## src/core/flash_access_pkg.sv

```systemverilog
package flash_access_pkg;
    // Command-space addresses
    localparam logic [7:0] ADDR_CTRL_LO = 8'h00;
    localparam logic [7:0] ADDR_CTRL_HI = 8'h01;
    localparam logic [7:0] ADDR_CLASS = 8'h3e;
    localparam logic [7:0] ADDR_BLOCK = 8'h3f;
    localparam logic [7:0] ADDR_WIN_BASE = 8'h40;
    localparam logic [7:0] ADDR_WIN_LAST = 8'h5f;
    localparam logic [7:0] ADDR_CKSUM = 8'h60;
    localparam logic [7:0] ADDR_BAC = 8'h61;

    // Window geometry and checksum
    localparam int WIN_BYTES = 32;
    localparam logic [7:0] CKSUM_BASE = 8'hff;

    // Control subcommands
    localparam logic [15:0] SUB_SEAL = 16'h0020;
    localparam logic [15:0] SUB_RESET = 16'h0041;
    localparam logic [15:0] SUB_BOOT = 16'h0f00;

    // Block-select values in information-block mode, and the BAC value for general access
    localparam logic [7:0] INFO_A = 8'h01;
    localparam logic [7:0] INFO_C = 8'h03;
    localparam logic [7:0] BAC_GENERAL = 8'h00;

    // Control status bit positions
    localparam int STAT_SS_BIT = 13;
    localparam int STAT_FAS_BIT = 14;
    localparam int STAT_BOOT_BIT = 15;

    // Reset values
    localparam logic [7:0] CLASS_RST = 8'h00;
    localparam logic [7:0] BLOCK_RST = 8'h00;
    localparam logic [7:0] BAC_RST = 8'h00;
    localparam logic [5:0] CNT_RST = 6'h00;

    // Sequencer counts
    localparam logic [5:0] LOAD_LAST = 6'h21;
    localparam logic [5:0] STORE_LAST = 6'h1f;

    typedef enum logic [1:0] {
        SEC_SEALED = 2'b00,
        SEC_OPEN = 2'b01,
        SEC_FULL = 2'b11,
        SEC_BOOT = 2'b10
    } sec_mode_e;

    typedef enum logic [1:0] {
        SEQ_IDLE = 2'b00,
        SEQ_LOAD = 2'b01,
        SEQ_STORE = 2'b11
    } seq_state_e;
endpackage : flash_access_pkg

```

## src/core/flash_block_access.sv

```systemverilog
`timescale 1ns/10ps
module flash_block_access #(
    parameter logic [7:0] INFO_CLASS = 8'd58,
    parameter logic [7:0] KEY_CLASS = 8'd112,
    parameter logic [7:0] PRIVATE_CLASS_MIN = 8'd104,
    parameter logic [15:0] UNSEAL_KEY0 = 16'h0414,
    parameter logic [15:0] UNSEAL_KEY1 = 16'h3672,
    parameter logic [15:0] FULL_KEY0 = 16'hffff,
    parameter logic [15:0] FULL_KEY1 = 16'hffff
) (
    input wire logic core_clk,
    input wire logic srst,
    input wire logic cmd_wr,
    input wire logic cmd_rd,
    input wire logic [7:0] cmd_addr,
    input wire logic [7:0] cmd_wdata,
    output logic [7:0] cmd_rdata,
    output logic busy,
    output logic nv_rd_en,
    output logic nv_wr_en,
    output logic [7:0] nv_class,
    output logic [7:0] nv_block,
    output logic [4:0] nv_offset,
    output logic [7:0] nv_wdata,
    input wire logic [7:0] nv_rdata,
    output logic param_reload,
    output logic sealed_status,
    output logic open_mode,
    output logic full_access_indicator,
    output logic boot_loader_mode
);
    import flash_access_pkg::*;

    // Sealed info access relies on the info class staying public
    if (PRIVATE_CLASS_MIN <= INFO_CLASS) begin : gen_bad_class
        $error("Private classes must lie above the info class");
    end

    sec_mode_e mode_reg;
    seq_state_e seq_reg;
    logic [7:0] class_reg;
    logic [7:0] block_reg;
    logic [7:0] bac_reg;
    logic [7:0] ctrl_lo_reg;
    logic [15:0] key_first_reg;
    logic key_pend_reg;
    logic [15:0] ukey0_reg, ukey1_reg, fkey0_reg, fkey1_reg;
    logic [7:0] win_reg [WIN_BYTES];
    logic win_valid_reg;
    logic [5:0] cnt_reg;
    logic cap_en_reg;
    logic [4:0] cap_idx_reg;
    logic info_a_reg;
    logic [7:0] sum;
    logic [7:0] cksum;
    logic info_mode;
    logic ctrl_stb;
    logic [15:0] ctrl_word;
    logic is_sub;
    logic idle;
    logic win_addr;
    logic load_req;
    logic [7:0] load_class;
    logic [7:0] load_block;
    logic commit_ok;
    logic unseal_hit;
    logic full_hit;

    assign idle = (seq_reg == SEQ_IDLE);
    assign busy = !idle;
    assign win_addr = (cmd_addr >= ADDR_WIN_BASE) &&
                      (cmd_addr <= ADDR_WIN_LAST);
    // Sealed or nonzero control switches to info blocks
    assign info_mode = (mode_reg == SEC_SEALED) || (bac_reg != BAC_GENERAL);
    assign ctrl_stb = cmd_wr && idle && (cmd_addr == ADDR_CTRL_HI);
    assign ctrl_word = {cmd_wdata, ctrl_lo_reg};
    assign is_sub = (ctrl_word == SUB_SEAL) || (ctrl_word == SUB_RESET) ||
                    (ctrl_word == SUB_BOOT);
    // Stored word low byte is sent first, so compare as assembled
    assign unseal_hit = key_pend_reg && (key_first_reg == ukey0_reg) &&
                        (ctrl_word == ukey1_reg);
    assign full_hit = key_pend_reg && (key_first_reg == fkey0_reg) &&
                      (ctrl_word == fkey1_reg);

    // Byte-wise modulo-256 sum of the window
    always_comb begin
        sum = 8'h00;
        for (int i = 0; i < WIN_BYTES; i++) begin
            sum = sum + win_reg[i];
        end
        cksum = CKSUM_BASE - sum;
    end

    // Which segment a block-select write loads
    always_comb begin
        load_req = 1'b0;
        load_class = class_reg;
        load_block = cmd_wdata;
        if (cmd_wr && idle && (cmd_addr == ADDR_BLOCK) &&
            (mode_reg != SEC_BOOT)) begin
            if (info_mode) begin
                // Info block n lives in the info class, segment n-1
                load_req = (cmd_wdata >= INFO_A) && (cmd_wdata <= INFO_C);
                load_class = INFO_CLASS;
                load_block = cmd_wdata - INFO_A;
            end else begin
                load_req = 1'b1;
            end
        end
    end

    // Commit gate: checksum match plus access rights
    always_comb begin
        commit_ok = cmd_wr && idle && (cmd_addr == ADDR_CKSUM) &&
                    win_valid_reg && (cmd_wdata == cksum);
        if (mode_reg == SEC_BOOT) begin
            commit_ok = 1'b0;
        end
        if ((mode_reg == SEC_SEALED) && info_a_reg) begin
            commit_ok = 1'b0;
        end
        if ((nv_class == KEY_CLASS) && (mode_reg != SEC_FULL)) begin
            commit_ok = 1'b0;
        end
        if ((nv_class >= PRIVATE_CLASS_MIN) && (mode_reg == SEC_SEALED)) begin
            commit_ok = 1'b0;
        end
    end

    always_ff @(posedge core_clk) begin
        if (srst) begin
            class_reg <= CLASS_RST;
            block_reg <= BLOCK_RST;
            bac_reg <= BAC_RST;
            ctrl_lo_reg <= 8'h00;
        end else if (cmd_wr && idle) begin
            unique case (cmd_addr)
                ADDR_CTRL_LO: ctrl_lo_reg <= cmd_wdata;
                ADDR_CLASS: begin
                    // Class select not offered while sealed
                    if (mode_reg != SEC_SEALED) begin
                        class_reg <= cmd_wdata;
                    end
                end
                ADDR_BLOCK: block_reg <= cmd_wdata;
                ADDR_BAC: bac_reg <= cmd_wdata;
                default: ;
            endcase
        end
    end

    // Security mode sequencing
    always_ff @(posedge core_clk) begin
        if (srst) begin
            mode_reg <= SEC_SEALED;
            key_pend_reg <= 1'b0;
            key_first_reg <= 16'h0000;
            param_reload <= 1'b0;
        end else begin
            param_reload <= 1'b0;
            if (ctrl_stb) begin
                // Any plain word may open a pair, so a stray word never
                // leaves the host out of step with the pairing
                key_pend_reg <= !is_sub;
                key_first_reg <= ctrl_word;
                if (ctrl_word == SUB_SEAL) begin
                    if (mode_reg != SEC_BOOT) begin
                        mode_reg <= SEC_SEALED;
                    end
                end else if (ctrl_word == SUB_RESET) begin
                    // Sealed stays sealed; boot leaves into sealed
                    param_reload <= 1'b1;
                    if (mode_reg == SEC_BOOT) begin
                        mode_reg <= SEC_SEALED;
                    end
                end else if (ctrl_word == SUB_BOOT) begin
                    if (mode_reg == SEC_FULL) begin
                        mode_reg <= SEC_BOOT;
                    end
                end else if ((mode_reg == SEC_SEALED) && unseal_hit) begin
                    mode_reg <= SEC_OPEN;
                    key_pend_reg <= 1'b0;
                end else if ((mode_reg == SEC_OPEN) && full_hit) begin
                    mode_reg <= SEC_FULL;
                    key_pend_reg <= 1'b0;
                end
            end
        end
    end

    // Key storage, rewritten only by a full-access commit
    always_ff @(posedge core_clk) begin
        if (srst) begin
            ukey0_reg <= UNSEAL_KEY0;
            ukey1_reg <= UNSEAL_KEY1;
            fkey0_reg <= FULL_KEY0;
            fkey1_reg <= FULL_KEY1;
        end else if (commit_ok && (nv_class == KEY_CLASS) &&
                     (nv_block == BLOCK_RST)) begin
            ukey0_reg <= {win_reg[1], win_reg[0]};
            ukey1_reg <= {win_reg[3], win_reg[2]};
            fkey0_reg <= {win_reg[5], win_reg[4]};
            fkey1_reg <= {win_reg[7], win_reg[6]};
        end
    end

    // Load and store sequencer
    always_ff @(posedge core_clk) begin
        if (srst) begin
            seq_reg <= SEQ_IDLE;
            cnt_reg <= CNT_RST;
            nv_class <= CLASS_RST;
            nv_block <= BLOCK_RST;
            info_a_reg <= 1'b0;
        end else begin
            unique case (seq_reg)
                SEQ_IDLE: begin
                    cnt_reg <= CNT_RST;
                    if (load_req) begin
                        seq_reg <= SEQ_LOAD;
                        nv_class <= load_class;
                        nv_block <= load_block;
                        info_a_reg <= info_mode && (cmd_wdata == INFO_A);
                    end else if (commit_ok) begin
                        seq_reg <= SEQ_STORE;
                    end
                end
                SEQ_LOAD: begin
                    cnt_reg <= cnt_reg + 6'h01;
                    if (cnt_reg == LOAD_LAST) begin
                        seq_reg <= SEQ_IDLE;
                    end
                end
                SEQ_STORE: begin
                    cnt_reg <= cnt_reg + 6'h01;
                    if (cnt_reg == STORE_LAST) begin
                        seq_reg <= SEQ_IDLE;
                    end
                end
            endcase
        end
    end

    // Memory strobes; read data is taken one cycle after nv_rd_en
    always_ff @(posedge core_clk) begin
        if (srst) begin
            nv_rd_en <= 1'b0;
            nv_wr_en <= 1'b0;
            nv_offset <= 5'h00;
            nv_wdata <= 8'h00;
            cap_en_reg <= 1'b0;
            cap_idx_reg <= 5'h00;
        end else begin
            nv_rd_en <= (seq_reg == SEQ_LOAD) && !cnt_reg[5];
            nv_wr_en <= (seq_reg == SEQ_STORE);
            nv_offset <= cnt_reg[4:0];
            // Whole window goes back; unedited bytes hold stored values
            nv_wdata <= win_reg[cnt_reg[4:0]];
            cap_en_reg <= nv_rd_en;
            cap_idx_reg <= nv_offset;
        end
    end

    // Window contents
    always_ff @(posedge core_clk) begin
        if (srst) begin
            for (int i = 0; i < WIN_BYTES; i++) begin
                win_reg[i] <= 8'h00;
            end
            win_valid_reg <= 1'b0;
        end else begin
            if (cap_en_reg) begin
                win_reg[cap_idx_reg] <= nv_rdata;
            end
            if (load_req) begin
                win_valid_reg <= 1'b0;
            end else if ((seq_reg == SEQ_LOAD) && (cnt_reg == LOAD_LAST)) begin
                win_valid_reg <= 1'b1;
            end else if (mode_reg == SEC_BOOT) begin
                win_valid_reg <= 1'b0;
            end
            if (cmd_wr && idle && win_addr && win_valid_reg) begin
                win_reg[cmd_addr[4:0]] <= cmd_wdata;
            end
        end
    end

    // Read path, one cycle behind cmd_rd
    always_ff @(posedge core_clk) begin
        if (srst) begin
            cmd_rdata <= 8'h00;
        end else if (cmd_rd) begin
            cmd_rdata <= 8'h00;
            if (win_addr) begin
                if (win_valid_reg) begin
                    cmd_rdata <= win_reg[cmd_addr[4:0]];
                end
            end else begin
                unique case (cmd_addr)
                    ADDR_CTRL_LO: cmd_rdata <= 8'h00;
                    ADDR_CTRL_HI: begin
                        cmd_rdata <= {boot_loader_mode,
                                      full_access_indicator,
                                      sealed_status, 5'h00};
                    end
                    ADDR_CLASS: cmd_rdata <= class_reg;
                    ADDR_BLOCK: cmd_rdata <= block_reg;
                    ADDR_CKSUM: cmd_rdata <= cksum;
                    ADDR_BAC: cmd_rdata <= bac_reg;
                    default: cmd_rdata <= 8'h00;
                endcase
            end
        end
    end

    // Status reflects the mode register directly
    assign sealed_status = (mode_reg == SEC_SEALED);
    assign full_access_indicator = (mode_reg != SEC_FULL) &&
                                   (mode_reg != SEC_BOOT);
    assign open_mode = (mode_reg == SEC_OPEN);
    assign boot_loader_mode = (mode_reg == SEC_BOOT);
endmodule : flash_block_access

```

## config.mk

```make
export PLATFORM = sky130hd
export DESIGN_NAME = flash_block_access
export DESIGN_NICKNAME = d
export VERILOG_FILES = /design/src/core/flash_access_pkg.sv /design/src/core/flash_block_access.sv
export SDC_FILE = /design/constraint.sdc
export NUM_CORES = 1
export LEC_CHECK = 0
export BUFFER_PORTS_ARGS = -buffer_cell sky130_fd_sc_hd__buf_2
export CAP_MARGIN = 20
export CORE_ASPECT_RATIO = 0.8
export CORE_MARGIN = 2
export CORE_UTILIZATION = 55
export DETAILED_ROUTE_END_ITERATION = 8
export PLACE_DENSITY = 0.72
export REMOVE_ABC_BUFFERS = 1
export SLEW_MARGIN = 10
export SYNTH_ARGS = -nofsm -noshare
export SYNTH_HDL_FRONTEND = slang
export SYNTH_SLANG_ARGS = --single-unit
```

## constraint.sdc

```tcl
create_clock -name core_clk -period 8.3 [get_ports core_clk]
set_clock_uncertainty 0.15 [all_clocks]
set_input_delay 0.83 -clock core_clk [delete_from_list [all_inputs] [get_ports core_clk]]
set_output_delay 0.83 -clock core_clk [all_outputs]
set_load 0.01 [all_outputs]
```

==> results.md, run 1 <==
* Outcome: finished, final reports clean
* MaxCap Viol Count at 0
* CTS tree: done
* EDFF count, synth at 256
* First-pass GRT wire length at 147000 µm
* CTS Buf Count at 45
* I/O pin count at 73
* Arrival time at the worst endpoint at 8.37 ns
* Req. time, crit path at 8.62 ns
* Top-area cell type share of the netlist area at about a quarter
* Crit. End Element: flip-flop
* Final HPWL DP at 71800 µm
* Post-CTS Setup Bufs at 0
* # fillers at 4215
* Root Buffer: clkbuf_16
* Post-synth top flop: edfxtp_1
* Leading post-synthesis cells by cell area: edfxtp_1, fa_1, dfxtp_1
* Met1 usage at 52.4%
* Final setup vio count at 0
* Yosys top cell by area: edfxtp_1
* Worst skew pair latency at ~0.62 ns
* Via count at 23.4k
* Pins Over Slew Limit at 0
* Fin crit period at ~8.0 ns
* Sequential share of power at 16.7%
* Switch share at 46.2%
* Seq/Total Area, Yosys at between 30% and 40%
* Worst VDD drop at ~0.0021 V
* Worst Tran Pin Value at 1.19 ns
* Yosys warnings at 0
* Worst path top cell family by delay: adder cells
* CP peak stage delay at between 0.5 and 0.6 ns
* Worst-path maximum fanout at 64
* Placed Area at between 20000 and 30000 µm²
* Final Instance Area at 31500 µm²
* CTS Hold Bufs at 0
* Clock power share at 15.6%
* Drt via density at approximately 6.5
* Die width at approximately 260 µm
* Core Region at 52500 µm²
* Total Power at 14.1 mW
* Unrepaired setup endpoints after global routing: false
* Largest net degree at the start of global routing at 89
* Number of flip-flops under the largest register name at approximately 260
* Vias in the first global route at 22.2k
* # DRC at 0
* Internal Pwr Total at roughly 7.6 mW
* Antenna violations before repair at 4
* Most frequent cells after synthesis: nand2_1, o21ai_0, inv_1
* Mapped Cells at about 2.9k
* Row count at 75
* Cell leakage power at 11.4 nW
* Initial DRC Count at 3711
* Min-delay worst type: reg -> reg
* Crit start category: flip-flop
* Worst-path clk slew at 0.06 ns
* Top cell by count, worst path: fa_1
* Final Net Count at 3112
* Final hold vios at 0
* Crit path kind: reg -> reg
* Drt first pass iters at 7
* Avg WL per Cell at 28.2 µm
* Async S/R FF share, synth at 0%
* Synthesis-to-finish area growth at 7.82%
* Slowest CP cell: edfxtp_1
* Avg Inst Size Synth at 10.1 µm²
* Die Area at 54900 µm²
* Routed Wire Length at 101000 µm
* M3 GR Usage at 15.0%
* Max-slew headroom at 20.4%
* Power Dens Cells at approximately 450 nW/µm²
* Busiest grt layer: met1
* Psw at 6.50 mW
* Port buffer count at 72
* Initial core utilization at 55.6%
* Routed Antenna Nets at 0
* Max Freq at 124 MHz
* Layout cells sized above 1 at 11.8%
* Mapped Area at 29200 µm²
* Post_cts resized at 0
* CTS sink cnt at 427
* H-tree depth at 2
* Total gr overflow at 0
* Cell with the most instances after synthesis: nand2_1
* GR Util met2 at 52.1%
* GPL Wtd Cong at approximately 1.0
* DIE HEIGHT at about 210 µm
* Comb power frac at roughly two thirds
* Synth cell types at 59
* Post-layout util at 60.0%
* WP buf/inv at 6
* Total Routing Usage GR at between 30% and 40%
* Longest Clk Path Bufs at 3
* Tcrit/Tclk final at 96.9%
* Post-synthesis register bit count at 427
==> worst paths after layout <==
kind	start	end	slack [ns]	cells after the start
min	block_reg[3]	block_reg[3]	0.30	2
max reg2reg	win_reg[18][0]	fkey1_reg[7]	0.26	25
min reg2reg	block_reg[3]	block_reg[3]	0.30	2
max	win_reg[18][0]	fkey1_reg[7]	0.26	25
==> power groups by stage <==
stage | Clock [mW] | Combinational, mW | Sequential [mW]
floorplan | 0 | 7.12 | 2.37
global placement | 0 | 8.86 | 2.39
detailed placement | 0 | 9.15 | 2.40
CTS | 2.19 | 9.19 | 2.35
global route | 2.27 | 10.1 | 2.36
finish | 2.20 | 9.53 | 2.35
==> per-stage QoR <==
step,TNS (ns),instances,worst slack [ns],hold WS (ns)
final,0,3592,0.255,0.304
after global routing,0,3591,0.0182,0.325
after CTS,0,3591,0.375,0.306
after detailed placement,0,3507,0.384,0.299
after global placement,0,3507,0.544,0.289
after floorplan,-136.87,2702,-2.16,0.275
==> kinds of logic (layout without fill, tap and decap cells) <==
family / count (synthesis) / in the layout / share of synthesized area (%)
AOI/OAI and AO/OA: 406 / 406 / 7.72
xor gates and xnor gates: 148 / 148 / 4.68
adders and majority gates: 223 / 223 / 14.6
buffers and inverters: 461 / 457 / 6.32
DFF: 427 / 427 / 38.1
muxes: 230 / 230 / 14.1
other: 0 / 1 / 0
and+or+nand+nor: 1007 / 1007 / 14.5
==> layer usage <==
metal | part of all wire [%] | up-vias | routed length [µm]
li1 | - | 9765 | -
met5 | 0.080 | - | 81
met3 | 18 | 298 | 17900
met1 | 37 | 11400 | 37400
met2 | 41 | 1963 | 42000
met4 | 4.0 | 6 | 4040
==> cell type report <==
cell class	count	area [µm²]	area share, %
Inverter	261	980	3.11
Antenna cell	1	2.50	0.00795
Timing Repair Buffer	112	686	2.18
Multi-Input combinational cell	2014	16200	51.6
Clock inverter	24	330	1.05
Tap cell	693	867	2.76
Sequential cell	427	11100	35.3
Clock buffer	60	1240	3.95
==> worst min-delay path, stage by stage (launching register included) <==
cell	delay, ns
dfxtp_1	0.31
nand2_1	0.05
a21oi_1	0.05
==> layout by cell type (no fill, tap or decap), drive strengths merged, types with 58 or more instances in the layout <==
| master | Yosys | final |
|---|---|---|
| nand2 | 648 | 648 |
| o21ai | 266 | 266 |
| inv | 261 | 265 |
| edfxtp | 256 | 256 |
| fa | 197 | 197 |
| nor2 | 173 | 173 |
| dfxtp | 171 | 171 |
| mux4 | 144 | 144 |
| buf | 30 | 111 |
| mux2i | 86 | 86 |
| xor2 | 76 | 76 |
| xnor2 | 67 | 67 |
| clkbuf | 170 | 61 |
| a21oi | 58 | 58 |
Note: power is estimated with default switching activity, not from simulation.
==> run 2: changes to the inputs <==
--- a/config.mk
+++ b/config.mk
@@ -7,11 +7,13 @@
 export LEC_CHECK = 0
 export BUFFER_PORTS_ARGS = -buffer_cell sky130_fd_sc_hd__buf_2
 export CAP_MARGIN = 20
+export CELL_PAD_IN_SITES_DETAIL_PLACEMENT = 0
+export CELL_PAD_IN_SITES_GLOBAL_PLACEMENT = 2
 export CORE_ASPECT_RATIO = 0.8
 export CORE_MARGIN = 2
-export CORE_UTILIZATION = 55
+export CORE_UTILIZATION = 42
 export DETAILED_ROUTE_END_ITERATION = 8
-export PLACE_DENSITY = 0.72
+export PLACE_DENSITY_LB_ADDON = 0.1
 export REMOVE_ABC_BUFFERS = 1
 export SLEW_MARGIN = 10
 export SYNTH_ARGS = -nofsm -noshare
==> results.md, run 2 (synthesized netlist as in run 1, its figures left out) <==
* Final Instance Area at 31900 µm² (+1.5%)
* Arrival time at the worst endpoint at 8.10 ns (-0.27 ns)
* Worst-path maximum fanout at 18 (-72%)
* Final setup vio count at 0 (unchanged)
* Longest Clk Path Bufs at 3 (unchanged)
* Routed Wire Length at 114000 µm (+13%)
* CTS sink cnt at 427 (unchanged)
* Initial core utilization at 42.4% (-13 points)
* Post-layout util at 46.4% (-14 points)
* Slowest CP cell: fa_1
* Tcrit/Tclk final at 93.7% (-3.3 points)
* # fillers at 6413 (+52%)
* GPL Wtd Cong at 0.954 (-7.6%)
* Reg2reg start: win_reg[17][1]
* Crit. Startpoint: win_reg[17][1]
* MaxCap Viol Count at 0 (unchanged)
* Initial DRC Count at 2766 (-25%)
* Unrepaired setup endpoints after global routing: false
* Crit start category: flip-flop
* First-pass GRT wire length at 162000 µm (+10%)
* Port buffer count at 72 (unchanged)
* Worst-path clk slew at 0.06 ns (about the same)
* Synthesis-to-finish area growth at 9.46%
* Most frequent cells in the layout: nand2_1, o21ai_0, inv_1, edfxtp_1, fa_1
* H-tree depth at 2 (unchanged)
* Worst VDD drop at 0.00114 V (-46%)
* Die width at 299 µm (+14%)
* Final HPWL DP at 81700 µm (+14%)
* Top cell by count, worst path: fa_1
* Worst Tran Pin Value at 1.23 ns (+0.0412 ns)
* Root Buffer: clkbuf_16
* Final hold vios at 0 (unchanged)
* Req. time, crit path at 8.63 ns (about the same)
* Crit path kind: reg -> reg
* RR Endpoint: fkey0_reg[2]
* Routed Antenna Nets at 0 (unchanged)
* # diodes at 0 (-1)
* CTS Buf Count at 48 (+6.7%)
* Core Region at 68900 µm² (+31%)
* Setup slack, reg-to-reg at 0.53 ns (+0.27 ns)
* I/O pin count at 73 (unchanged)
* R2r worst-path depth at 28 (+12%)
* DIE HEIGHT at 240 µm (+14%)
* Hold Path End: block_reg[6]
* Total gr overflow at 0 (unchanged)
* Worst skew pair latency at 0.62 ns (about the same)
* Total Routing Usage GR at 32.0% (-5.1 points)
* # DRC at 0 (unchanged)
* Depth of the worst hold-timing path at 2 (unchanged)
* Power Dens Cells at 453 nW/µm² (+1.2%)
* Fin crit period at 7.77 ns (-0.270 ns)
* Drt via density at 5.87 (-10%)
* Row count at 86 (+15%)
* Cell leakage power at 11.5 nW (+0.81%)
* Vias in the first global route at 21.4k (-3.7%)
* Fin worst setup slack at 0.525 ns (+0.270 ns)
* Crit. End Element: flip-flop
* Total Power at 14.5 mW (+2.7%)
* Placed Area at 30300 µm² (+1.3%)
* Commonest non-fill, non-tap cell in the layout: nand2_1
* Max-slew headroom at 17.9% (-2.5 points)
* Drt first pass iters at 6 (-1)
* Largest net degree at the start of global routing at 79 (-11%)
* HP Start: block_reg[6]
* Antenna violations before repair at 5 (+1)
* Number of flip-flops under the largest register name at 256 (unchanged)
* CTS tree: done
* Die Area at 71600 µm² (+30%)
* Via count at 22.5k (-3.9%)
* Max Freq at 129 MHz (+3.5%)
* Pins Over Slew Limit at 0 (unchanged)
* Outcome: finished, final reports clean
* Min-delay worst type: reg -> reg
* Fin Setup TNS at 0 ns (unchanged)
* Avg WL per Cell at 29.8 µm (+5.5%)
* CP peak stage delay at 0.54 ns (-0.03 ns)
* Pre-CTS setup slack at 0.399 ns (+0.0151 ns)
* Layout cells sized above 1 at 12.1% (+0.35 points)
* Final Net Count at 3125 (+0.42%)
[run 2: cell type report]
| class | instances | area [µm²] | share of cell area (%) |
|---|---|---|---|
| multi-input combinational | 2014 | 16200 | 50.8 |
| sequential | 427 | 11100 | 34.8 |
| clock buffer | 74 | 1480 | 4.64 |
| tap | 924 | 1160 | 3.62 |
| inverter | 261 | 980 | 3.07 |
| timing repair buffer | 122 | 810 | 2.53 |
| clock inverter | 16 | 159 | 0.497 |
[run 2: how the worst max path moves through the flow]
stage	to	slack, ns	cells after the start
final	fkey0_reg[2]	0.53	28
after global routing	ukey1_reg[10]	0.04	26
after CTS	fkey0_reg[2]	0.43	23
after detailed placement	fkey0_reg[2]	0.40	23
after global placement	fkey1_reg[9]	0.48	27
after floorplan	fkey0_reg[0]	-2.16	26
[run 2: stage by stage]
step                      instances  hold slack [ns]
final                          3838            0.307
after global routing           3838            0.328
after CTS                      3837            0.309
after detailed placement       3747            0.296
after global placement         3746            0.287
after floorplan                2702            0.275
[run 2: power by group]
group | internal [mW] | switching [mW] | leakage [nW]
logic | 4.13 | 5.76 | 6.63
registers | 2.29 | 0.0711 | 4.03
clock network | 1.27 | 0.960 | 0.805
total | 7.69 | 6.79 | 11.5
[run 2: critical path: cells and delay by family (launching register included)]
kind                     cells  cell delay, ns
AO/OA/AOI/OAI                1            0.38
buffers and inverters       10            0.81
adder cells (fa/ha/maj)      9            4.55
multiplexers                 1            0.22
flip-flops                   1            0.37
XOR/XNOR                     1            0.16
AND/OR/NAND/NOR              6            1.03
[run 2: timing repair]
item,4_1_cts,5_1_grt
setup buffers,0,1
gates resized for setup,0,1
endpoints found under the setup margin,0,64
hold buffers,0,0
[run 2: per-layer routing]
metal / global-route usage (%) / vias up / share of wire (%)
met5: 0 / - / 0.015
met3: 5.68 / 138 / 9.7
met1: 47.5 / 11400 / 44
li1: - / 9806 / -
met2: 48.4 / 1145 / 44
met4: 8.27 / 2 / 2.6
